==> src/prm_pkg.sv <==
// Shared constants for the RMII pin block: register map, fields, timing
`default_nettype none
package prm_pkg;
  // Register indices on the register port
  localparam logic [4:0] REG_INT_CS = 5'h1b;
  localparam logic [4:0] REG_CTRL_TWO = 5'h1f;
  // Field positions in the control-two register
  localparam int CTRL2_INT_POL_BIT = 9;
  localparam int CTRL2_REF50_BIT = 7;
  localparam int CTRL2_WAKE_SEL_BIT = 3;
  localparam int CTRL2_WAKE_PEND_BIT = 0;
  // Field positions in the interrupt control/status register
  localparam int INT_EN_LSB = 8;
  localparam int INT_EV_W = 8;
  // Reset values of control fields
  localparam logic INT_POL_RESET = 1'b0;
  localparam logic WAKE_SEL_RESET = 1'b0;
  // Clock and timing
  localparam int SYS_PERIOD_NS = 40;
  localparam int REF_HALF_NS = 160;
  localparam int REF_HALF_CYC = REF_HALF_NS / SYS_PERIOD_NS;
  localparam int STRAP_SETTLE_NS = 200;
  localparam int STRAP_SETTLE_CYC = (STRAP_SETTLE_NS + SYS_PERIOD_NS - 1) / SYS_PERIOD_NS;
  // Receive buffer shape: one word is {error, dibit}
  localparam int RX_WORD_W = 3;
  localparam int RX_FIFO_DEPTH = 16;
  localparam int RX_ERR_BIT = 2;
  // Pin synchroniser lanes
  localparam int PIN_W = 7;
  localparam int PIN_EXT = 0;
  localparam int PIN_CRS = 1;
  localparam int PIN_RXER = 2;
  localparam int PIN_TXEN = 3;
  localparam int PIN_TXD0 = 4;
  localparam int PIN_TXD1 = 5;
  localparam int PIN_NAND = 6;
endpackage
`default_nettype wire

==> src/prm_fifo_if.sv <==
// Valid/ready carrier between the pin block and its receive buffer
`default_nettype none
interface prm_fifo_if #(parameter int W = 3);
  logic wr_valid;
  logic wr_ready;
  logic [W-1:0] wr_data;
  logic rd_valid;
  logic rd_ready;
  logic [W-1:0] rd_data;
  modport buffer (input wr_valid, input wr_data, input rd_ready,
                  output wr_ready, output rd_valid, output rd_data);
  modport user (output wr_valid, output wr_data, output rd_ready,
                input wr_ready, input rd_valid, input rd_data);
endinterface
`default_nettype wire

==> src/prm_sync.sv <==
// Two-flop synchroniser for pins from outside the system clock domain
`default_nettype none
module prm_sync #(
  parameter int W = 1
) (
  // Clock and reset
  input wire logic clk_i,
  input wire logic rst_n_i,
  // Data
  input wire logic [W-1:0] d_i,
  output logic [W-1:0] q_o
);
  logic [W-1:0] meta_r;

  // First stage feeds only the second stage
  always_ff @(posedge clk_i or negedge rst_n_i) begin
    if (!rst_n_i) begin
      meta_r <= '0;
      q_o <= '0;
    end else begin
      meta_r <= d_i;
      q_o <= meta_r;
    end
  end
endmodule
`default_nettype wire

==> src/prm_fifo.sv <==
// Receive buffer: memory plus registered output stage
`default_nettype none
module prm_fifo #(
  parameter int W = 3,
  parameter int DEPTH = 16
) (
  // Clock and reset
  input wire logic clk_i,
  input wire logic rst_n_i,
  // Both sides
  prm_fifo_if.buffer f
);
  localparam int AW = $clog2(DEPTH);
  localparam logic [AW:0] FULL_CNT = (AW + 1)'(DEPTH);

  typedef struct packed {
    logic [AW-1:0] wp;
    logic [AW-1:0] rp;
    logic [AW:0] cnt;
    logic rdy;
    logic ov;
    logic [W-1:0] od;
  } prm_fifo_state_t;

  prm_fifo_state_t r, n;
  logic [W-1:0] mem [DEPTH];
  logic push;
  logic pull;

  initial begin
    if (DEPTH < 2 || (1 << AW) != DEPTH || W < 1) begin
      $error("prm_fifo: DEPTH must be a power of two of at least 2");
    end
  end

  // Push when room, refill the output register when it empties or drains
  always_comb begin
    n = r;
    push = f.wr_valid && r.rdy;
    pull = (!r.ov || f.rd_ready) && (r.cnt != '0);
    if (push) begin
      n.wp = r.wp + AW'(1);
    end
    if (pull) begin
      n.od = mem[r.rp];
      n.rp = r.rp + AW'(1);
      n.ov = 1'b1;
    end else if (f.rd_ready) begin
      n.ov = 1'b0;
    end
    n.cnt = r.cnt + (AW + 1)'(push) - (AW + 1)'(pull);
    n.rdy = (n.cnt != FULL_CNT);
  end

  // State register; ready starts high on an empty buffer
  always_ff @(posedge clk_i or negedge rst_n_i) begin
    if (!rst_n_i) begin
      r <= '{rdy: 1'b1, default: '0};
    end else begin
      r <= n;
    end
  end

  // Storage has no reset, it is guarded by the count
  always_ff @(posedge clk_i) begin
    if (push) begin
      mem[r.wp] <= f.wr_data;
    end
  end

  assign f.wr_ready = r.rdy;
  assign f.rd_valid = r.ov;
  assign f.rd_data = r.od;
endmodule
`default_nettype wire

==> src/prm_rmii_pins.sv <==
// RMII pin side of the transceiver: data, reference clock, straps, interrupt
// Functional notes
// - RXD changes only on reference clock edges.
// - Each valid period carries two receive bits.
// - Take two TXD bits per TXEN period.
// - CRS_DV outputs carrier sense and data valid.
// - Latch CRS_DV level as address at release.
// - Strap pins are inputs until straps sampled.
// - 25MHz mode drives reference clock out.
// - 50MHz mode uses external clock input instead.
// - Control-two bit 7 selects reference mode.
// - Variant parameter picks power-up reference mode.
// - RXER pin outputs receive error indication.
// - Latch RXER level as wake enable strap.
// - Interrupt enables and status via register 1Bh.
// - Control-two bit 9 sets interrupt polarity.
// - Wake option pulls pin low on event.
// - Interrupt pin is open-drain, pulls low only.
// - NAND tree mode turns TXD1 into output.
// - External input takes 25MHz or 50MHz clock; the code reads it only in 50MHz mode, 25MHz mode divides sys_clk_i.
`default_nettype none
module prm_rmii_pins
  import prm_pkg::*;
#(
  parameter logic REF50_DEFAULT = 1'b0,
  parameter int REF_HALF = REF_HALF_CYC,
  parameter int STRAP_WAIT = STRAP_SETTLE_CYC
) (
  // Clock and reset
  input wire logic sys_clk_i,
  input wire logic reset_n_i,
  // Receive stream from the line side
  input wire logic rx_valid_i,
  input wire logic [1:0] rx_dibit_i,
  input wire logic rx_err_i,
  output logic rx_ready_o,
  // Transmit stream to the line side
  output logic tx_valid_o,
  output logic [1:0] tx_dibit_o,
  // Event sources
  input wire logic [INT_EV_W-1:0] int_event_i,
  input wire logic wake_on_lan_event_i,
  // Register port
  input wire logic [4:0] reg_addr_i,
  input wire logic reg_wr_i,
  input wire logic reg_rd_i,
  input wire logic [15:0] reg_wdata_i,
  output logic [15:0] reg_rdata_o,
  // Reference clock pins
  input wire logic external_clock_in_i,
  output logic ref_clk_o,
  output logic ref_clk_oe_o,
  // RMII pins
  output logic [1:0] rxd_o,
  output logic rxd_oe_o,
  input wire logic crs_dv_i,
  output logic crs_dv_o,
  output logic crs_dv_oe_o,
  input wire logic rxer_i,
  output logic rxer_o,
  output logic rxer_oe_o,
  input wire logic txen_i,
  input wire logic txd0_i,
  input wire logic txd1_i,
  output logic txd1_o,
  output logic txd1_oe_o,
  // Interrupt / wake-event pin, open-drain
  input wire logic interrupt_out_i,
  output logic interrupt_out_o,
  output logic interrupt_out_oe_o,
  // Test mode and strap results
  input wire logic nand_tree_mode_i,
  output logic [1:0] phy_address_strap_o,
  output logic wake_output_enable_strap_o,
  output logic ref_50m_mode_o
);
  typedef enum logic {PH_STRAP, PH_RUN} prm_phase_t;

  typedef struct packed {
    prm_phase_t phase;
    logic [7:0] wait_cnt;
    logic [7:0] div_cnt;
    logic ref_q;
    logic ext_q;
    logic pins_oe;
    logic ref_oe;
    logic [1:0] rxd;
    logic crs_dv;
    logic rxer;
    logic txd1;
    logic txd1_oe;
    logic int_drv;
    logic tx_valid;
    logic [1:0] tx_dibit;
    logic [1:0] phyad;
    logic wake_en;
    logic [INT_EV_W-1:0] int_en;
    logic [INT_EV_W-1:0] int_stat;
    logic int_pol;
    logic ref50;
    logic wake_sel;
    logic wake_pend;
    logic [15:0] rdata;
  } prm_state_t;

  localparam logic [7:0] REF_LAST = 8'(REF_HALF - 1);
  localparam logic [7:0] STRAP_LAST = 8'(STRAP_WAIT - 1);
  // Variant picks the power-up reference mode through REF50_DEFAULT
  localparam prm_state_t ST_RESET = '{phase: PH_STRAP, ref50: REF50_DEFAULT,
                                      int_pol: INT_POL_RESET, wake_sel: WAKE_SEL_RESET,
                                      default: '0};

  prm_state_t r, n;
  logic [PIN_W-1:0] pin_s;
  logic run;
  logic rise;
  logic active;
  logic wake_path;
  logic rd_ics;
  logic rd_c2;
  logic [INT_EV_W-1:0] ics_clr;

  initial begin
    if (REF_HALF < 1 || REF_HALF > 255 || STRAP_WAIT < 1 || STRAP_WAIT > 255) begin
      $error("prm_rmii_pins: REF_HALF and STRAP_WAIT must lie in 1..255");
    end
  end

  // Every pin from outside the system clock passes two flops first
  prm_sync #(
    .W(PIN_W)
  ) u_pin_sync (
    .clk_i(sys_clk_i),
    .rst_n_i(reset_n_i),
    .d_i({nand_tree_mode_i, txd1_i, txd0_i, txen_i, rxer_i, crs_dv_i, external_clock_in_i}),
    .q_o(pin_s)
  );

  // Receive buffer between the line side and the RMII pins
  prm_fifo_if #(.W(RX_WORD_W)) rx_if ();

  prm_fifo #(
    .W(RX_WORD_W),
    .DEPTH(RX_FIFO_DEPTH)
  ) u_rx_fifo (
    .clk_i(sys_clk_i),
    .rst_n_i(reset_n_i),
    .f(rx_if.buffer)
  );

  assign rx_if.wr_valid = rx_valid_i;
  assign rx_if.wr_data = {rx_err_i, rx_dibit_i};
  assign rx_if.rd_ready = run && rise;

  // Next-state logic for the whole block
  always_comb begin
    n = r;
    run = (r.phase == PH_RUN);
    n.tx_valid = 1'b0;
    // Free-running divider makes the 50MHz-equivalent reference in 25MHz mode
    if (r.div_cnt == REF_LAST) begin
      n.div_cnt = '0;
      n.ref_q = !r.ref_q;
    end else begin
      n.div_cnt = r.div_cnt + 8'h01;
    end
    n.ext_q = pin_s[PIN_EXT];
    // Rising edge from own divider, or from the external clock in 50MHz mode
    if (r.ref50) begin
      rise = pin_s[PIN_EXT] && !r.ext_q;
    end else begin
      rise = (r.div_cnt == REF_LAST) && !r.ref_q;
    end

    // Register decode; reads clear the status and pending bits they return
    rd_ics = reg_rd_i && (reg_addr_i == REG_INT_CS);
    rd_c2 = reg_rd_i && (reg_addr_i == REG_CTRL_TWO);
    ics_clr = rd_ics ? r.int_stat : '0;
    n.rdata = '0;
    if (rd_ics) begin
      n.rdata = {r.int_en, r.int_stat};
    end else if (rd_c2) begin
      n.rdata[CTRL2_INT_POL_BIT] = r.int_pol;
      n.rdata[CTRL2_REF50_BIT] = r.ref50;
      n.rdata[CTRL2_WAKE_SEL_BIT] = r.wake_sel;
      n.rdata[CTRL2_WAKE_PEND_BIT] = r.wake_pend;
    end
    if (reg_wr_i && reg_addr_i == REG_INT_CS) begin
      n.int_en = reg_wdata_i[INT_EN_LSB +: INT_EV_W];
    end
    if (reg_wr_i && reg_addr_i == REG_CTRL_TWO) begin
      n.int_pol = reg_wdata_i[CTRL2_INT_POL_BIT];
      n.ref50 = reg_wdata_i[CTRL2_REF50_BIT];
      n.wake_sel = reg_wdata_i[CTRL2_WAKE_SEL_BIT];
    end
    // New events win over a clearing read in the same cycle
    n.int_stat = (r.int_stat & ~ics_clr) | int_event_i;
    n.wake_pend = (r.wake_pend && !rd_c2) || wake_on_lan_event_i;

    case (r.phase)
      PH_STRAP: begin
        // Strap pins stay released while their levels settle through the syncs
        n.pins_oe = 1'b0;
        n.ref_oe = 1'b0;
        if (r.wait_cnt == STRAP_LAST) begin
          n.phyad = {2{pin_s[PIN_CRS]}};
          n.wake_en = pin_s[PIN_RXER];
          n.phase = PH_RUN;
          n.pins_oe = 1'b1;
        end else begin
          n.wait_cnt = r.wait_cnt + 8'h01;
        end
      end
      PH_RUN: begin
        n.ref_oe = !r.ref50;
        if (rise) begin
          // Outputs move and inputs are sampled on the same reference edge
          n.crs_dv = rx_if.rd_valid;
          n.rxd = rx_if.rd_valid ? rx_if.rd_data[1:0] : 2'b00;
          n.rxer = rx_if.rd_valid && rx_if.rd_data[RX_ERR_BIT];
          if (pin_s[PIN_TXEN]) begin
            n.tx_valid = 1'b1;
            n.tx_dibit = {pin_s[PIN_TXD1], pin_s[PIN_TXD0]};
          end
        end
      end
      default: begin
        n.phase = PH_STRAP;
      end
    endcase

    // NAND tree result replaces the TXD1 input
    n.txd1_oe = run && pin_s[PIN_NAND];
    n.txd1 = !(pin_s[PIN_TXEN] && pin_s[PIN_TXD0]);

    // Pin pulls low only: wake option, or interrupt at chosen polarity
    active = |(r.int_stat & r.int_en);
    wake_path = r.wake_en && r.wake_sel;
    if (wake_path) begin
      n.int_drv = run && r.wake_pend;
    end else begin
      n.int_drv = run && (active ^ r.int_pol);
    end
  end

  // One register for all block state
  always_ff @(posedge sys_clk_i or negedge reset_n_i) begin
    if (!reset_n_i) begin
      r <= ST_RESET;
    end else begin
      r <= n;
    end
  end

  // Outputs straight from state flops, except interrupt_out_o, which is tied low
  assign rx_ready_o = rx_if.wr_ready;
  assign tx_valid_o = r.tx_valid;
  assign tx_dibit_o = r.tx_dibit;
  assign reg_rdata_o = r.rdata;
  assign ref_clk_o = r.ref_q;
  assign ref_clk_oe_o = r.ref_oe;
  assign rxd_o = r.rxd;
  assign rxd_oe_o = r.pins_oe;
  assign crs_dv_o = r.crs_dv;
  assign crs_dv_oe_o = r.pins_oe;
  assign rxer_o = r.rxer;
  assign rxer_oe_o = r.pins_oe;
  assign txd1_o = r.txd1;
  assign txd1_oe_o = r.txd1_oe;
  assign interrupt_out_o = 1'b0; // Open-drain: only ever drives low
  assign interrupt_out_oe_o = r.int_drv;
  assign phy_address_strap_o = r.phyad;
  assign wake_output_enable_strap_o = r.wake_en;
  assign ref_50m_mode_o = r.ref50;
endmodule
`default_nettype wire

==> config.mk <==
export PLATFORM = sky130hd
export DESIGN_NAME = prm_rmii_pins
export DESIGN_NICKNAME = d
export VERILOG_FILES = /design/src/prm_pkg.sv /design/src/prm_fifo_if.sv /design/src/prm_sync.sv /design/src/prm_fifo.sv /design/src/prm_rmii_pins.sv
export SDC_FILE = /design/constraint.sdc
export NUM_CORES = 1
export LEC_CHECK = 0
export BUFFER_PORTS_ARGS = -buffer_cell sky130_fd_sc_hd__buf_2
export CAP_MARGIN = 5
export CORE_AREA = 4 4 79 154
export DETAILED_ROUTE_END_ITERATION = 8
export DIE_AREA = 0 0 83 158
export GPL_TIMING_DRIVEN = 0
export PLACE_DENSITY_LB_ADDON = 0.2
export SLEW_MARGIN = 20
export SYNTH_ARGS = -nofsm -noshare
export SYNTH_HDL_FRONTEND = slang
export SYNTH_HIERARCHICAL = 1
export SYNTH_SLANG_ARGS = --single-unit
==> constraint.sdc <==
create_clock -name sys_clk_i -period 3.31 [get_ports sys_clk_i]
set_input_delay 0.331 -clock sys_clk_i [delete_from_list [all_inputs] [get_ports sys_clk_i]]
set_output_delay 0.331 -clock sys_clk_i [all_outputs]
set_load 0.03 [all_outputs]
==> results of run 1 <==
## what timing repair did
| action | in CTS | in global routing |
|---|---|---|
| buffers inserted | 0 | 2 |
| setup endpoints to repair | 1 | 2 |
| endpoints found under the hold margin | 26 | 1 |
| hold buffers | 5 | 1 |
| pin swaps | 0 | 3 |
| gates resized for setup | 2 | 4 |
## sequential cells by signal, indices dropped and copies added, names as in the netlist, 2 cells and up
name / flops
r: 36
reg_rdata_o: 16
rxd_o: 2
tx_dibit_o: 2
u_pin_sync/meta_r: 7
u_pin_sync/q_o: 7
u_rx_fifo/f.rd_data: 3
u_rx_fifo/mem: 48
u_rx_fifo/r: 13
## cells in the mapped netlist (all sizes together), types with 3 or more instances
cell type and n:
a21o 11, a21oi 5, a22oi 6, and2 27, and3 10, buf 33
clkbuf 4, dfrtp 100, edfxtp 48, ha 14, inv 16, mux2 18
mux2i 12, mux4 10, nand2 17, nand3 14, nor2 13, nor2b 3
o21ai 7, xnor2 17, xor2 5
## cell families (layout without fill, tap and decap cells)
| group | Yosys count | count (layout) | share of synthesized area [%] |
|---|---|---|---|
| DFF | 149 | 149 | 64.6 |
| and+or+nand+nor | 98 | 98 | 9.25 |
| buffers and inverters | 53 | 167 | 5.44 |
| AOI/OAI and AO/OA | 40 | 40 | 4.81 |
| muxes | 40 | 40 | 9.47 |
| xor gates and xnor gates | 22 | 22 | 3.14 |
| adders and majority gates | 15 | 15 | 3.18 |
| other | 1 | 1 | 0.0611 |
## report_power, final
part	total, mW	internal, mW	switching, mW	leakage, nW
logic	1.27	0.592	0.677	1.39
registers	2.32	2.16	0.159	1.66
clock network	1.94	1.19	0.748	0.289
## per-layer routing
layer / up-vias / wire [um]
met3: 24 / 484
met2: 106 / 6890
met4: 0 / 255
li1: 1661 / -
met1: 1766 / 3770
met5: - / 0
## final cells by class
cell class                 instances  area (um^2)
inverter                          16         62.6
fill                             777         3540
timing repair buffer              82          474
multi-input combinational        216         1850
buffer                            37          277
clock buffer                      18          429
tap                              140          175
clock inverter                    14          173
sequential                       149         3970
## per-stage QoR
step / hold WS [ns] / TNS [ns] / worst slack, ns / util, %
floorplan: 0.0354 / 0 / 0.230 / -
global placement: 0.334 / -0.00926 / -0.00926 / 61.0
detailed placement: 0.201 / -0.0235 / -0.0235 / 61.4
CTS: 0.000322 / 0 / 0.0365 / 67.4
global route: 0.0119 / 0 / 0.0166 / 67.7
finish: 0.0240 / 0 / 0.213 / 67.7
## worst max path at each step
stage | to | slack (ns)
floorplan | u_rx_fifo/f.wr_ready | 0.23
detailed placement | u_rx_fifo/f.wr_ready | -0.02
finish | u_rx_fifo/f.wr_ready | 0.21
CTS | u_rx_fifo/f.wr_ready | 0.04
global route | u_rx_fifo/f.wr_ready | 0.02
global placement | u_rx_fifo/f.wr_ready | -0.009
## layout by cell type (no fill, tap or decap), types with 2 or more instances in the layout
master / n
clkbuf_1: 5
clkbuf_16: 17
a31oi_1: 2
o311ai_1: 2
buf_4: 31
buf_6: 2
mux2i_1: 12
bufinv_16: 3
nand2_1: 17
o21ai_0: 7
mux4_2: 2
xnor2_1: 17
buf_2: 73
dlygate4sd3_1: 6
edfxtp_1: 48
and3_2: 2
xor2_1: 5
a22oi_1: 6
a21oi_1: 4
ha_1: 13
nand4b_1: 2
a21o_1: 11
inv_1: 15
mux2_2: 17
o2111ai_1: 2
nor2_1: 11
clkinv_4: 3
mux4_1: 8
nor2b_1: 3
dfrtp_1: 100
and3_1: 8
inv_6: 4
nor3_1: 2
and2_1: 26
nand3_1: 14
==> run_results.csv, run 1 <==
group,metric,value,unit
global_route,grt-ovfl-total,0,
power,p_leak,3.34,nW
worst_setup_path,worst_r2r_endpoint,"u_rx_fifo/f.wr_ready",
timing,tightest_slew,0.584,ns
global_route,grt_usage,19.0,%
timing,finalSetupViolCount,0,
timing,grt_setup_unrepaired,"no",
logic_synthesis,netlist_area,6140,um^2
worst_setup_path,worst-setup-path-type,"reg -> reg",
logic_synthesis,yosysSeqAreaShare,64.6,%
power,power.density,746,nW/um^2
logic_synthesis,ys_types,53,
die,die_area,13100,um^2
placed_design,post-place-cells,632,
clock_tree,cts.path.max_buffers,2,
worst_setup_path,critPathBufInv,5,
timing,layout_min_cycle_time,3.10,ns
cells_and_area,drive_gt1_share,32.3,%
logic_synthesis,synth_seq_cells,149,
global_route,antenna_found_initial,0,
logic_synthesis,yosys_warnings,6,
clock_tree,cts_tree,"done",
cells_and_area,nets,580,
die,initial_core_util,56.1,%
global_route,grt_max_degree,80,
worst_setup_path,ff2ff_path_depth,16,
clock_tree,path_clk_slew,0.06,ns
worst_setup_path,endpoint_kind,"flip-flop",
run_status,status,"finished, final reports clean",
clock_tree,cts-htree-levels,4,
cells_and_area,syn_to_final_growth,20.7,%
timing,min_period_over_period,93.6,%
hold_path,hold_path_end,"u_pin_sync/meta_r[0]",
route,totalWireLength,11400,um
route,drt_iter0_drc,121,
worst_setup_path,path_cells,"nor4_4 -> a41oi_4 -> nand2b_4 -> inv_1 -> inv_1 -> a21o_1 -> clkbuf_4 -> inv_4 -> ha_1 -> inv_1 -> ha_1 -> fa_1 -> a21oi_2 -> o21bai_1 -> xnor2_1 -> nand3b_1",
worst_setup_path,cp_slowest_cell,"dfrtp_1",
timing,relSlewSlack,61.1,%
worst_setup_path,crit_family,"adder cells",
worst_setup_path,cpMostUsedCell,"inv_1",
logic_synthesis,synth_fp_nets,479,
route,vias,3557,
timing,hold_viol_final,0,
clock_tree,numCtsBuffers,17,
cells_and_area,finalInstanceArea,7410,um^2
cells_and_area,antennaDiodeCount,0,
timing,fmax,0.323,GHz
power,irDropWorstVdd,0.508,mV
hold_path,holdPathStages,1,
global_route,use_met3,5.26,%
die,core-area,10900,um^2
route,via_per_inst,5.29,
logic_synthesis,postSynth.asyncResetShare,67.8,%
placed_design,hpwl,8420,um
route,firstDrtPassIters,4,
logic_synthesis,synth_edf_count,48,
global_route,met2_usage,37.1,%
worst_setup_path,cp.depth,16,
job,drv_cap,0,
hold_path,hold_start,"external_clock_in_i",
worst_setup_path,crit_path_start_kind,"flip-flop",
logic_synthesis,syn_inst,418,
power,power,5.53,mW
die,die_y,158,um
worst_setup_path,crit_start,"r[59]",
logic_synthesis,yosysTopAreaCellShare,40.7,%
logic_synthesis,synth_area_leaders,"dfrtp_1 41%, edfxtp_1 23%, buf_4 3.5%, mux4_1 3.4%, mux2_2 3.1%",
global_route,grt_pass1_wl,18800,um
clock_tree,clkLatencyLatePin,0.42,ns
placed_design,routabilityCongestion,0.772,
global_route,grtUsageMet1,18.0,%
route,routedWlPerCell,17.0,um
logic_synthesis,synth_top_cell_by_area,"dfrtp_1",
logic_synthesis,syn_avg_cell_area,14.7,um^2
route,drc,0,
die,fp-row-count,54,
worst_setup_path,critPathMaxStageDelay,0.42,ns
logic_synthesis,ys.flop_type,"dfrtp_1",
clock_tree,cts_root_buf,"clkbuf_16",
global_route,grt_pass1_vias,3797,
worst_setup_path,rrSetupSlack,0.21,ns
global_route,globalRoute.busiestLayer,"met2",
placed_design,placed_area,6720,um^2
route,ant_nets,0,
worst_setup_path,timing.rr.start,"r[59]",
timing,fin_skew,0.00758,ns
die,ios,83,
hold_path,hp-class,"in -> reg",
worst_setup_path,cp.arrival,3.43,ns
worst_setup_path,cp_max_fo,9,
die,die_x,83,um
cells_and_area,fin_cells,672,
placed_design,port_buffers,73,
timing,maxSlewViolCount,0,
worst_setup_path,cp.required,3.64,ns
clock_tree,clock-sinks,149,
Note: power is estimated with default switching activity, not from simulation.
==> run 2, diff against run 1 <==
--- a/config.mk
+++ b/config.mk
@@ -7,9 +7,11 @@
 export LEC_CHECK = 0
 export BUFFER_PORTS_ARGS = -buffer_cell sky130_fd_sc_hd__buf_2
 export CAP_MARGIN = 5
-export CORE_AREA = 4 4 79 154
+export CELL_PAD_IN_SITES_DETAIL_PLACEMENT = 1
+export CELL_PAD_IN_SITES_GLOBAL_PLACEMENT = 1
+export CORE_AREA = 4 4 86 169
 export DETAILED_ROUTE_END_ITERATION = 8
-export DIE_AREA = 0 0 83 158
+export DIE_AREA = 0 0 90 173
 export GPL_TIMING_DRIVEN = 0
 export PLACE_DENSITY_LB_ADDON = 0.2
 export SLEW_MARGIN = 20
==> run_results.csv, run 2 (synthesized netlist as in run 1, its figures left out) <==
group,metric,value,unit
die,core-area,13300,um^2
die,initial_core_util,46.2,%
clock_tree,cts.path.max_buffers,2,
route,vias,3508,
die,die_y,173,um
route,drt_iter0_drc,106,
route,ant_nets,0,
global_route,grt_max_degree,80,
worst_setup_path,cp_max_fo,9,
clock_tree,clkLatencyLatePin,0.41,ns
cells_and_area,syn_to_final_growth,19.6,%
cells_and_area,seqCellArea,3970,um^2
route,drc,0,
placed_design,post-place-cells,647,
clock_tree,numCtsBuffers,17,
timing,grt_setup_unrepaired,"no",
placed_design,hpwl,8390,um
hold_path,hold_start,"rxer_i",
worst_setup_path,endpoint_kind,"flip-flop",
global_route,globalRoute.busiestLayer,"met2",
route,firstDrtPassIters,4,
clock_tree,clock-sinks,149,
global_route,grt_pass1_vias,3946,
global_route,grt_usage,16.7,%
hold_path,hold_path_end,"u_pin_sync/meta_r[2]",
clock_tree,cts_tree,"done",
global_route,grtUsageMet1,21.5,%
clock_tree,cts-htree-levels,4,
global_route,met2_usage,27.8,%
cells_and_area,fillers,1305,
timing,finalWorstSetupSlack,0.232,ns
timing,maxSlewViolCount,0,
power,power.density,737,nW/um^2
cells_and_area,largest_reg_flops,48,
cells_and_area,layout_common_cells,"100 x dfrtp_1, 73 x buf_2, 48 x edfxtp_1",
worst_setup_path,ff2ff_path_depth,14,
global_route,antenna_found_initial,0,
timing,hold-worst-slack,0.0232,ns
clock_tree,path_clk_slew,0.06,ns
global_route,grt-ovfl-total,0,
worst_setup_path,worst-setup-path-type,"reg -> reg",
timing,tightest_slew,0.639,ns
cells_and_area,nets,574,
cells_and_area,post-route-util,55.3,%
die,ios,83,
cells_and_area,drive_gt1_share,33.1,%
global_route,use_met3,3.53,%
cells_and_area,antennaDiodeCount,0,
placed_design,port_buffers,73,
placed_design,place_ws,-0.0633,ns
clock_tree,cts_root_buf,"clkbuf_16",
timing,finalSetupViolCount,0,
die,die_area,15600,um^2
die,die_x,90,um
route,routedWlPerCell,17.4,um
worst_setup_path,crit_path_start_kind,"flip-flop",
timing,min_period_over_period,93.0,%
timing,fin_skew,0.0141,ns
worst_setup_path,cp.required,3.63,ns
run_status,status,"finished, final reports clean",
hold_path,hp-class,"in -> reg",
timing,fmax,0.325,GHz
global_route,grt_pass1_wl,20200,um
route,via_per_inst,5.15,
die,fp-row-count,60,
worst_setup_path,timing.rr.start,"r[57]",
worst_setup_path,rrSetupSlack,0.23,ns
cells_and_area,regMostFlops,"u_rx_fifo/mem",
timing,layout_min_cycle_time,3.08,ns
timing,hold_viol_final,0,
cells_and_area,final_common_cell,"dfrtp_1",
placed_design,routabilityCongestion,0.745,
power,irDropWorstVdd,0.474,mV
timing,final.setup.tns,0,ns
route,totalWireLength,11900,um
power,p_leak,3.30,nW
timing,relSlewSlack,57.4,%
cells_and_area,multi_input_area,1850,um^2
cells_and_area,fin_cells,681,
hold_path,holdPathStages,1,
worst_setup_path,cp.arrival,3.40,ns
worst_setup_path,worst_r2r_endpoint,"u_rx_fifo/f.wr_ready",
job,drv_cap,0,
run 2: what timing repair did:
item                                    CTS  global route
hold buffers                              1             0
endpoints found under the setup margin    2             2
setup buffers                             1             0
endpoints found under the hold margin    22             0
pin swaps                                 1             0
resized for setup                         1             5
run 2: worst max path at each step:
stage                     cells after the start                   end           start
after floorplan                              16  u_rx_fifo/f.wr_ready  ref_50m_mode_o
after global placement                       16  u_rx_fifo/f.wr_ready  ref_50m_mode_o
after detailed placement                     16  u_rx_fifo/f.wr_ready  ref_50m_mode_o
after CTS                                    16  u_rx_fifo/f.wr_ready           r[53]
after global routing                         14  u_rx_fifo/f.wr_ready           r[57]
final                                        14  u_rx_fifo/f.wr_ready           r[57]
run 2: worst max-delay path, stage by stage, from the launching register on:
cell and delay [ns]:
dfrtp_1 0.43, nor4_4 0.35, a41oi_4 0.16, nand2b_4 0.19, inv_1 0.08, inv_1 0.04, a21o_1 0.14, clkbuf_4 0.18
inv_2 0.14, ha_1 0.25, inv_1 0.06, ha_1 0.17, fa_2 0.45, nor3_1 0.24, nand3b_1 0.11
run 2: area by class of cell:
| class | instances | area share, % |
|---|---|---|
| multi-input cells | 216 | 25.2 |
| well taps | 155 | 2.64 |
| repair buffers | 76 | 5.67 |
| inverters | 16 | 0.818 |
| flip-flops and latches | 149 | 54.1 |
| clock inverters | 13 | 1.65 |
| plain buffers | 37 | 3.77 |
| clock buffers | 19 | 6.17 |
run 2: layer usage:
| layer | part of all wire [%] | vias up |
|---|---|---|
| met1 | 43 | 1803 |
| met3 | 2.4 | 8 |
| met5 | 0 | - |
| li1 | - | 1653 |
| met2 | 53 | 44 |
| met4 | 1.2 | 0 |
run 2: report_power, final:
part           internal [mW]  switching (mW)  total (mW)
Combinational          0.593           0.678        1.27
Sequential              2.16           0.156        2.32
Clock                   1.08           0.742        1.82
Total                   3.84            1.58        5.41
run 2: stage by stage:
step                power [mW]  area [um^2]
floorplan                 3.24         6140
global placement          3.57         6700
detailed placement        3.62         6730
CTS                       5.47         7330
global route              5.76         7340
finish                    5.41         7340
